## config.mk

```make
export PLATFORM = sky130hd
export DESIGN_NAME = scd_top
export DESIGN_NICKNAME = d
export VERILOG_FILES = /design/src/rtl/scd_pkg.sv /design/src/rtl/scd_top.sv /design/src/rtl/scd_clock_gen.sv
export VERILOG_INCLUDE_DIRS = /design/src /design/src/rtl
export SDC_FILE = /design/constraint.sdc
export NUM_CORES = 1
export LEC_CHECK = 0
export ABC_AREA = 1
export BUFFER_PORTS_ARGS = -buffer_cell sky130_fd_sc_hd__buf_2
export CORE_MARGIN = 1
export CORE_UTILIZATION = 44
export DETAILED_ROUTE_END_ITERATION = 10
export GPL_TIMING_DRIVEN = 0
export PLACE_DENSITY = 0.78
export SLEW_MARGIN = 5
export SYNTH_ARGS = -nofsm -noshare
export SYNTH_HDL_FRONTEND = slang
export SYNTH_SLANG_ARGS = --single-unit
```

## constraint.sdc

```tcl
create_clock -name MCLK_IN -period 2.1 [get_ports MCLK_IN]
set_clock_uncertainty 0.1 [all_clocks]
set_input_delay 0.21 -clock MCLK_IN [delete_from_list [all_inputs] [get_ports MCLK_IN]]
set_output_delay 0.21 -clock MCLK_IN [all_outputs]
set_load 0.05 [all_outputs]
```

## src/rtl/scd_cfg.svh

```systemverilog
`ifndef SCD_CFG_SVH
`define SCD_CFG_SVH

// =====================================================================
// Register map: word indexes, byte address is four times the index
// =====================================================================
`define SCD_ADDR_W 26
`define SCD_IDX_OSC_CTRL 24'hFFE0A0
`define SCD_IDX_DIVIDE 24'hFFE0A1
`define SCD_ADDR_OSC_CTRL {`SCD_IDX_OSC_CTRL, 2'b00}
`define SCD_ADDR_DIVIDE {`SCD_IDX_DIVIDE, 2'b00}
`define SCD_ADDR_STATUS 26'h0000010

// =====================================================================
// Values
// =====================================================================
`define SCD_UNLOCK_KEY1 8'hE7
`define SCD_UNLOCK_KEY2 8'h18
`define SCD_DIV_RESET 8'h00
`define SCD_DIV_RESET_LP 8'h08
`define SCD_DIV_BYPASS 8'h00
`define SCD_STATUS_LOCK_BIT 0
`define SCD_STATUS_STAGE_BIT 1
`define SCD_STATUS_BYPASS_BIT 2

`endif

```

## src/rtl/scd_pkg.sv

```systemverilog
package scd_pkg;
    typedef enum logic [1:0]
    {
        SCD_LOCKED = 2'b00,
        SCD_KEY1_SEEN = 2'b01,
        SCD_UNLOCKED = 2'b10
    } scd_lock_state_t;
endpackage

```

## src/rtl/scd_top.sv

```systemverilog
`timescale 1ns/1ps
`include "scd_cfg.svh"

// How it works
// - Writing E7H then 18H to the oscillator control address unlocks the divider.
// - After one divider write completes the divider locks again.
// - Reset loads 00H, or 08H when the low-power option bit is 0.
// - A divider of zero passes the oscillator clock straight through.
// - A nonzero divider gives the oscillator rate divided by that value.
// - The divider is one 8-bit read-write register at FF_E0A1H.
module scd_top
    import scd_pkg::*;
#(
    parameter int DIV_W = 8
) (
    // Clock and reset
    input wire logic MCLK_IN,
    input wire logic SYS_RST_IN,
    // Option strap
    input wire logic LOW_POWER_OPTION_BIT_IN,
    // APB slave
    input wire logic PSEL_IN,
    input wire logic PENABLE_IN,
    input wire logic PWRITE_IN,
    input wire logic [`SCD_ADDR_W-1:0] PADDR_IN,
    input wire logic [31:0] PWDATA_IN,
    input wire logic [3:0] PSTRB_IN,
    output logic [31:0] PRDATA_OUT,
    output logic PREADY_OUT,
    output logic PSLVERR_OUT,
    // Clock outputs
    output logic SYS_CLK_TICK_OUT,
    output logic [DIV_W-1:0] SYSTEM_CLOCK_DIVIDE_OUT
);
    if (DIV_W != 8)
    begin : g_bad_div_w
        $error("scd_top: DIV_W must be 8");
    end

    // Byte addresses are four times the word indexes
    if (`SCD_ADDR_W != $bits(`SCD_ADDR_DIVIDE))
    begin : g_bad_addr_w
        $error("scd_top: address width does not fit the map");
    end

    // =================================================================
    // Strap synchroniser and reset tracking
    // =================================================================
    logic opt_meta;
    logic opt_sync;
    logic rst_d;
    logic first_run;

    always_ff @(posedge MCLK_IN)
    begin
        opt_meta <= LOW_POWER_OPTION_BIT_IN;
        opt_sync <= opt_meta;
    end

    // Reset delayed one edge to spot its release
    always_ff @(posedge MCLK_IN)
    begin
        rst_d <= SYS_RST_IN;
    end

    // First edge after release, strap already settled
    assign first_run = rst_d && !SYS_RST_IN;

    // =================================================================
    // APB decode
    // =================================================================
    logic access;
    logic wr_ctrl;
    logic wr_div;
    logic wr_low;
    logic hit;

    function automatic logic addr_is(input logic [`SCD_ADDR_W-1:0] a,
                                     input logic [`SCD_ADDR_W-1:0] ref_a);
        addr_is = (a == ref_a);
    endfunction

    function automatic logic key_is(input logic [31:0] data,
                                    input logic [7:0] key);
        key_is = (data[7:0] == key);
    endfunction

    assign access = PSEL_IN && PENABLE_IN && !PREADY_OUT;
    // Only byte lane 0 holds register bits
    assign wr_low = PWRITE_IN && PSTRB_IN[0];
    assign hit = addr_is(PADDR_IN, `SCD_ADDR_OSC_CTRL)
        || addr_is(PADDR_IN, `SCD_ADDR_DIVIDE)
        || addr_is(PADDR_IN, `SCD_ADDR_STATUS);
    assign wr_ctrl = access && wr_low && addr_is(PADDR_IN, `SCD_ADDR_OSC_CTRL);
    assign wr_div = access && wr_low && addr_is(PADDR_IN, `SCD_ADDR_DIVIDE);

    // =================================================================
    // Lock sequencer
    // =================================================================
    scd_lock_state_t lock_state;
    scd_lock_state_t next_lock_state;

    always_comb
    begin
        next_lock_state = lock_state;
        case (lock_state)
            SCD_LOCKED:
            begin
                if (wr_ctrl && key_is(PWDATA_IN, `SCD_UNLOCK_KEY1))
                begin
                    next_lock_state = SCD_KEY1_SEEN;
                end
            end
            SCD_KEY1_SEEN:
            begin
                if (wr_ctrl)
                begin
                    if (key_is(PWDATA_IN, `SCD_UNLOCK_KEY2))
                    begin
                        next_lock_state = SCD_UNLOCKED;
                    end
                    else if (key_is(PWDATA_IN, `SCD_UNLOCK_KEY1))
                    begin
                        next_lock_state = SCD_KEY1_SEEN;
                    end
                    else
                    begin
                        next_lock_state = SCD_LOCKED;
                    end
                end
            end
            SCD_UNLOCKED:
            begin
                // One divider write spends the unlock
                if (wr_div)
                begin
                    next_lock_state = SCD_LOCKED;
                end
            end
            default:
            begin
                next_lock_state = SCD_LOCKED;
            end
        endcase
    end

    always_ff @(posedge MCLK_IN)
    begin
        if (SYS_RST_IN)
        begin
            lock_state <= SCD_LOCKED;
        end
        else
        begin
            lock_state <= next_lock_state;
        end
    end

    // =================================================================
    // Divide register
    // =================================================================
    logic [DIV_W-1:0] divide;
    logic div_load;

    function automatic logic [DIV_W-1:0] divide_reset(input logic opt);
        // Option bit low selects the slower start-up rate
        divide_reset = opt ? DIV_W'(`SCD_DIV_RESET) : DIV_W'(`SCD_DIV_RESET_LP);
    endfunction

    // Writes while locked fall through untouched
    assign div_load = wr_div && (lock_state == SCD_UNLOCKED);

    always_ff @(posedge MCLK_IN)
    begin
        if (SYS_RST_IN)
        begin
            divide <= `SCD_DIV_RESET;
        end
        else if (first_run)
        begin
            // Strap caught on the first edge after release
            divide <= divide_reset(opt_sync);
        end
        else if (div_load)
        begin
            divide <= PWDATA_IN[DIV_W-1:0];
        end
    end

    always_ff @(posedge MCLK_IN)
    begin
        if (SYS_RST_IN)
        begin
            SYSTEM_CLOCK_DIVIDE_OUT <= `SCD_DIV_RESET;
        end
        else
        begin
            SYSTEM_CLOCK_DIVIDE_OUT <= divide;
        end
    end

    // =================================================================
    // APB response
    // =================================================================
    function automatic logic [31:0] status_word(input scd_lock_state_t st,
                                                input logic [DIV_W-1:0] dv);
        logic [31:0] w;
        w = 32'h00000000;
        w[`SCD_STATUS_LOCK_BIT] = (st != SCD_UNLOCKED);
        w[`SCD_STATUS_STAGE_BIT] = (st == SCD_KEY1_SEEN);
        w[`SCD_STATUS_BYPASS_BIT] = (dv == `SCD_DIV_BYPASS);
        status_word = w;
    endfunction

    function automatic logic [31:0] read_word(input logic [`SCD_ADDR_W-1:0] a,
                                              input scd_lock_state_t st,
                                              input logic [DIV_W-1:0] dv);
        logic [31:0] w;
        w = 32'h00000000;
        if (addr_is(a, `SCD_ADDR_DIVIDE))
        begin
            w[DIV_W-1:0] = dv;
        end
        else if (addr_is(a, `SCD_ADDR_STATUS))
        begin
            w = status_word(st, dv);
        end
        // Control location reads back as zero
        read_word = w;
    endfunction

    always_ff @(posedge MCLK_IN)
    begin
        if (SYS_RST_IN)
        begin
            PREADY_OUT <= 1'b0;
        end
        else
        begin
            // Exactly one wait state, a one-cycle answer
            PREADY_OUT <= access;
        end
    end

    always_ff @(posedge MCLK_IN)
    begin
        if (SYS_RST_IN)
        begin
            PSLVERR_OUT <= 1'b0;
        end
        else
        begin
            PSLVERR_OUT <= access && !hit;
        end
    end

    always_ff @(posedge MCLK_IN)
    begin
        if (SYS_RST_IN)
        begin
            PRDATA_OUT <= 32'h00000000;
        end
        else if (access && PWRITE_IN)
        begin
            PRDATA_OUT <= 32'h00000000;
        end
        else if (access)
        begin
            PRDATA_OUT <= read_word(PADDR_IN, lock_state, divide);
        end
    end

    // =================================================================
    // System clock rate
    // =================================================================
    // Tick is an enable pulse, not a gated clock
    logic tick;

    scd_clock_gen #(
        .DIV_W(DIV_W)
    ) u_clock_gen (
        .MCLK_IN(MCLK_IN),
        .SYS_RST_IN(SYS_RST_IN),
        .divide_in(divide),
        .tick_out(tick)
    );

    always_ff @(posedge MCLK_IN)
    begin
        if (SYS_RST_IN)
        begin
            SYS_CLK_TICK_OUT <= 1'b0;
        end
        else
        begin
            SYS_CLK_TICK_OUT <= tick;
        end
    end
endmodule // scd_top

```

## src/rtl/scd_clock_gen.sv

```systemverilog
`timescale 1ns/1ps
`include "scd_cfg.svh"

// =====================================================================
// Clock enable generator: one pulse every divide cycles, or every cycle
// =====================================================================
module scd_clock_gen #(
    parameter int DIV_W = 8
) (
    // Clock and reset
    input wire logic MCLK_IN,
    input wire logic SYS_RST_IN,
    // Control
    input wire logic [DIV_W-1:0] divide_in,
    // Output
    output logic tick_out
);
    logic [DIV_W-1:0] count;
    logic [DIV_W-1:0] divide_q;
    logic wrap;

    if (DIV_W < 1 || DIV_W > 16)
    begin : g_bad_div_w
        $error("scd_clock_gen: DIV_W out of range");
    end

    // Zero and one both give a tick every cycle
    assign wrap = (count >= divide_q - DIV_W'(1)) || (divide_q == DIV_W'(0));

    always_ff @(posedge MCLK_IN)
    begin
        if (SYS_RST_IN)
        begin
            count <= '0;
            divide_q <= '0;
        end
        else if (divide_in != divide_q)
        begin
            // Restart on a new rate
            count <= '0;
            divide_q <= divide_in;
        end
        else if (wrap)
        begin
            count <= '0;
        end
        else
        begin
            count <= count + DIV_W'(1);
        end
    end

    always_ff @(posedge MCLK_IN)
    begin
        if (SYS_RST_IN)
        begin
            tick_out <= 1'b0;
        end
        else
        begin
            tick_out <= wrap && (divide_in == divide_q);
        end
    end
endmodule // scd_clock_gen

```

After elaboration in Yosys (flattened, before gate mapping) --
Index checks and enable logic that the tools add are counted.
Storage, ports and cells: register bits after elaboration 73, output and inout port bits 43
Operators by class: equal/unequal tests 13, muxes and demuxes 12, reduce and logical (&&, ||, !) cells 25, $add $sub $neg 2, $lt $le $gt $ge 1
Operators by type and width (count):
- 26-bit == test (second input constant) | 2
- 26-bit by 5-bit == test with 1-bit output (second input constant) | 1
- 24-bit 2-to-1 mux | 1
- 8-bit 2-to-1 mux | 3
- 8-bit logical NOT | 2
- 1-bit logical AND | 12
- 8-bit by 1-bit adder with 8-bit output (second input constant) | 1
- 8-bit by 5-bit == test with 1-bit output (second input constant) | 1
- 8-bit == test | 1
- 8-bit == test (second input constant) | 1
- 8-bit >= comparator | 1
- 2-bit 2-to-1 mux | 4
- 2-bit inequality test (second input constant) | 4
- 8-bit inequality test | 1
- 8-bit by 1-bit subtractor with 8-bit output (second input constant) | 1
- 2-bit case mux with 3 select lines | 1
- 4-bit 2-to-1 mux | 1
- 1-bit logical NOT | 3
- 1-bit logical OR | 3
- 3-bit 2-to-1 mux | 1
- 3-bit AND reduction | 1
- 3-bit OR reduction | 1
- 2-bit by 1-bit == test with 1-bit output (second input constant) | 1
- 2-bit == test (second input constant) | 1
- other kinds (4) | 4

Depth between registers and ports, before layout --
depth in word-level cells 7, depth in mapped cells 12, gate-level depth less buffers 12

Hierarchy --
From an unflattened synthesis, not the netlist that was laid out.
Second synthesis, totals: cell total of the unflattened synthesis 382, area total of the unflattened synthesis 2790.2 um^2
Modules (own cells, without submodules):
- scd_top | instances 1, area each 1627.8 um^2, cells each 230, sequential area each 640.6 um^2
- scd_clock_gen | instances 1, area each 1162.4 um^2, cells each 152, sequential area each 340.3 um^2

Worst setup path before layout --
Ideal clock, no wire load.
kind register -> register, from reg u_clock_gen.divide_q[2], to reg u_clock_gen.tick_out, cell stages (with the launch flop) 11, arrival time 1.796 ns, setup slack 0.092 ns, data required time 1.888 ns, buffers on the path 0, setup time 0.112 ns, path through dfxtp_1 > nor2_1 > nand4_1 > nor3_1 > xor2_1 > ha_1 > a21oi_1 > o21a_1 > nand4_1 > nand2b_1 > inv_1
On the way: longest elaborated chain between the ends 4
Ends and longest elaborated chain:
- from (decl) | line scd_clock_gen.sv:19 | logic [DIV_W-1:0] divide_q;
- from (signal assigned) | line scd_clock_gen.sv:41 | divide_q <= divide_in;
- 8-bit by 1-bit subtractor with 8-bit output | line scd_clock_gen.sv:28 | assign wrap = (count >= divide_q - DIV_W'(1)) || (divide_q == DIV_W'(0));
- 8-bit >= comparator | line scd_clock_gen.sv:28
- 1-bit logical OR | line scd_clock_gen.sv:28
- 1-bit logical AND (*) | line scd_clock_gen.sv:61 | tick_out <= wrap && (divide_in == divide_q);
- to (signal assigned) | line scd_clock_gen.sv:61
- to (decl) | line scd_clock_gen.sv:16 | output logic tick_out
Mark *: on every way between the ends. The rest lies on a longest branch, timed or not. A chain may end at the register's enable or synchronous reset.

Final worst setup path --
from reg u_clock_gen.divide_q[1], to reg u_clock_gen.count[3]
On the way: longest elaborated chain between the ends 4
Ends and longest elaborated chain:
- 8-bit by 1-bit subtractor with 8-bit output | line scd_clock_gen.sv:28
- 8-bit >= comparator | line scd_clock_gen.sv:28
- 1-bit logical OR | line scd_clock_gen.sv:28
- 3-bit OR reduction (no source line) (*)
- to (signal assigned) | line scd_clock_gen.sv:49 | count <= count + DIV_W'(1);
- to (decl) | line scd_clock_gen.sv:18 | logic [DIV_W-1:0] count;
Marked as above.

==> impl_metrics.env <==
export IMPL_clk_pin_slew_worst_paths_ns=0.08
export IMPL_drive_gt1_frac=0.264
export IMPL_synth_area_sq_mm=0.00272
export IMPL_grt_pass1_wl_um=9300
export IMPL_synthAdderAreaFrac=0.0506
export IMPL_synth_top_area_frac=0.361
export IMPL_ys_seq_area_frac=0.361
export IMPL_start_kind="flip-flop"
export IMPL_busiest_layer="met2"
export IMPL_hold_depth=3
export IMPL_finalSetupViolCount=5
export IMPL_yosys_warnings=0
export IMPL_hold_path_class="in -> reg"
export IMPL_met1_usage=0.229
export IMPL_min_period_ns=2.12
export IMPL_violations="negative setup slack"
export IMPL_gr_total_overflow=0
export IMPL_pin_count=111
export IMPL_swShare=0.294
export IMPL_fmax_mhz=471
export IMPL_crit_path_max_incr_delay_ns=0.37
export IMPL_clock_latency_ns=0.30
export IMPL_vias=2562
export IMPL_rsz0062_at_grt="yes"
export IMPL_yosys_register_bits=49
export IMPL_synthMuxAreaShare=0
export IMPL_start_util=0.456
export IMPL_post_route_period_util=1.01
export IMPL_crit_path_max_fanout=6
export IMPL_met3_usage=0.0352
export IMPL_synth_xor_area_share=0.0548
export IMPL_p_seq_frac=0.478
export IMPL_port_buffers=59
export IMPL_ant_nets=0
export IMPL_crit_reg2reg_launch="u_clock_gen.divide_q[1]"
export IMPL_crit_path_top_delay_cell="dfxtp_4"
export IMPL_synth_area_leaders="dfxtp_1 36%, nand2_1 8.8%, nor2_1 7.0%"
export IMPL_post_dp_hpwl_um=4470
export IMPL_fin_worst_hold_slack_ns=0.0738
export IMPL_path_buf_inv=1
export IMPL_die_height_um=80.6
export IMPL_antenna_found_initial=0
export IMPL_synth_async_reset_ratio=0
export IMPL_setup_slack_ns=-0.0224
export IMPL_grt_max_degree=15
export IMPL_p_switching_uw=596
export IMPL_wirelength_um=5600
export IMPL_reg2reg_setup_slack_ns=-0.02
export IMPL_postSynthCellCount=374
export IMPL_remaining_drc_errors=0
export IMPL_firstDrtPassIters=4
export IMPL_cts_path_max_buffers=2
export IMPL_fin_nets=548
export IMPL_synth_top_family_by_area="simple AND/OR/NAND/NOR gates"
export IMPL_worstHoldEndpoint="divide[0]"
export IMPL_cap_violations=0
export IMPL_p_leak_nw=1.73
export IMPL_synth_edff_count=0
export IMPL_gp_congestion=0.845
export IMPL_crit_path_end_kind="flip-flop"
export IMPL_grt_use_total=0.183
export IMPL_status="complete, but fails checks"
export IMPL_hold_violations=0
export IMPL_critPathRequiredTime_ns=2.22
export IMPL_setup_tns_ns=-0.0702
export IMPL_synth_compound_area_frac=0.0479
export IMPL_power_share_clock=0.322
export IMPL_drt_iter0_drc=159
export IMPL_cts_tree="yes"
export IMPL_path_cells="nor2_4 -> nand4_1 -> nor3_2 -> xor2_1 -> ha_1 -> a21oi_1 -> o21a_1 -> nand4_1 -> buf_4 -> nor3_1"
export IMPL_arrival_ns=2.25
export IMPL_r2r_end="u_clock_gen.count[3]"
export IMPL_core_sq_mm=0.00596
export IMPL_internal_power_mw=1.43
export IMPL_cts_root_buf="clkbuf_8"
export IMPL_numCtsBuffers=5
export IMPL_h_tree_depth=2
export IMPL_ys_flop_type="dfxtp_1"
export IMPL_hold_start="PWDATA_IN[0]"
export IMPL_avgViaCountPerCell=4.71
export IMPL_fill_cells=567
export IMPL_peakVddDrop_mv=0.424
export IMPL_met2_usage=0.314
export IMPL_drv_slew=0
export IMPL_die_area_sq_mm=0.00649
export IMPL_combPwrFrac=0.199
export IMPL_synth_cell_type_count=34
export IMPL_reg2reg_depth=10
export IMPL_path_delay_family="simple AND/OR/NAND/NOR gates"
export IMPL_p_per_area_mw_per_mm2=600
export IMPL_num_rows=28
export IMPL_cts_sinks=49
export IMPL_yosysTopAreaCell="dfxtp_1"
export IMPL_area_growth_pct=24.2
export IMPL_die_x_um=80.6
export IMPL_wire_per_inst_um=10.3
export IMPL_crit_top_cell="nand4_1"
export IMPL_synth_area_per_cell_sq_um=7.27
export IMPL_num_antenna_cells=0
export IMPL_worstSetupPathType="reg -> reg"
export IMPL_synthSimpleGateAreaFrac=0.337
export IMPL_grt_pass1_vias=2191
[placed cells by master (no fill, tap or decap), types with 6 or more instances in the layout]
cell type / n
a21oi_1: 18
buf_2: 59
buf_4: 29
clkbuf_8: 6
conb_1: 24
dfxtp_1: 46
ha_1: 11
inv_1: 46
nand2_1: 64
nand3_1: 22
nand4_1: 12
nor2_1: 50
nor2_2: 8
nor3_1: 11
nor4_1: 7
xor2_1: 12
[kinds of logic after synthesis]
kind of cell               after synthesis
AOI/OAI and AO/OA                       25
and+or+nand+nor                        192
other                                    1
buffers and inverters                   79
adders and majority gates               11
DFF                                     49
xor gates and xnor gates                17
[state kept, by name (all words and copies together) (netlist names)]
| signal | flops |
|---|---|
| opt_meta | 1 |
| u_clock_gen.count | 8 |
| SYSTEM_CLOCK_DIVIDE_OUT | 8 |
| u_clock_gen.tick_out | 1 |
| opt_sync | 1 |
| PRDATA_OUT | 8 |
| SYS_CLK_TICK_OUT | 1 |
| divide | 8 |
| rst_d | 1 |
| PSLVERR_OUT | 1 |
| PREADY_OUT | 1 |
| u_clock_gen.divide_q | 8 |
| lock_state | 2 |
[worst reg2reg max path, cell delays in order, from the launching register on]
cell	delay [ns]
dfxtp_4	0.37
nor2_4	0.11
nand4_1	0.15
nor3_2	0.20
xor2_1	0.20
ha_1	0.27
a21oi_1	0.13
o21a_1	0.14
nand4_1	0.09
buf_4	0.18
nor3_1	0.13
[synthesized netlist by cell type, types with 2 or more instances]
| cell type | count |
|---|---|
| nand2_1 | 64 |
| nor2_1 | 51 |
| dfxtp_1 | 49 |
| inv_1 | 47 |
| buf_4 | 25 |
| nand3_1 | 22 |
| a21oi_1 | 18 |
| nor3_1 | 14 |
| nand4_1 | 12 |
| xor2_1 | 12 |
| ha_1 | 11 |
| nor2_2 | 8 |
| nor4_1 | 7 |
| o21ai_1 | 5 |
| xnor2_1 | 5 |
| inv_2 | 3 |
| clkbuf_1 | 2 |
| nor4_2 | 2 |
| or2_1 | 2 |
[repair_timing]
item / 4_1_cts / 5_1_grt
gates resized for setup: 2 / 8
pin swaps: 2 / 4
hold buffers: 2 / 0
cloned: 0 / 0
buffers inserted: 3 / 1
setup endpoints to repair: 9 / 9
endpoints found under the hold margin: 2 / 0
[cell type report]
cell class                 instances  area (sq um)  share of cell area
sequential                        49           987               0.292
buffer                            28           209              0.0619
inverter                          51           191              0.0567
clock buffer                       5          68.8              0.0204
multi-input combinational        269          1450               0.428
tap                               75          93.8              0.0278
timing repair buffer              65           345               0.102
clock inverter                     2          35.0              0.0104
[worst max path at each step]
stage	slack [ns]	to	from	cells after the start
floorplan	0.09	u_clock_gen.tick_out	u_clock_gen.divide_q[2]	10
global placement	-0.19	u_clock_gen.tick_out	u_clock_gen.divide_q[2]	10
detailed placement	-0.28	u_clock_gen.count[1]	u_clock_gen.divide_q[2]	9
CTS	0.0004	u_clock_gen.count[1]	u_clock_gen.divide_q[0]	10
global route	-0.19	u_clock_gen.count[1]	u_clock_gen.divide_q[1]	10
finish	-0.02	u_clock_gen.count[3]	u_clock_gen.divide_q[1]	10
[per-layer routing]
metal	wire, um	share of wire	up-vias
met2	2660	0.47	76
li1	-	-	1344
met3	269	0.048	7
met5	0	0	-
met1	2610	0.47	1135
met4	66	0.012	0
[metrics by stage]
| stage | worst slack (ns) | power [mW] | cells | area, sq um | utilization |
|---|---|---|---|---|---|
| after detailed placement | -0.277 | 1.38 | 531 | 3190 | 0.536 |
| after global placement | -0.193 | 1.37 | 531 | 3190 | 0.536 |
| after CTS | 0.000431 | 2.03 | 543 | 3350 | 0.562 |
| after floorplan | 0.0916 | 1.29 | 397 | 2800 | - |
| after global routing | -0.191 | 2.12 | 544 | 3380 | 0.567 |
| final | -0.0224 | 2.03 | 544 | 3380 | 0.567 |
[power by group through the flow]
stage | clock, mW | sequential (mW) | combinational [mW]
2_1_floorplan | 0 | 1.01 | 0.276
3_3_place_gp | 0 | 0.991 | 0.380
3_5_place_dp | 0 | 0.992 | 0.390
4_1_cts | 0.657 | 0.970 | 0.400
5_1_grt | 0.707 | 0.973 | 0.443
6_report | 0.653 | 0.969 | 0.404
No activity file was read; power rests on OpenSTA's default activity.
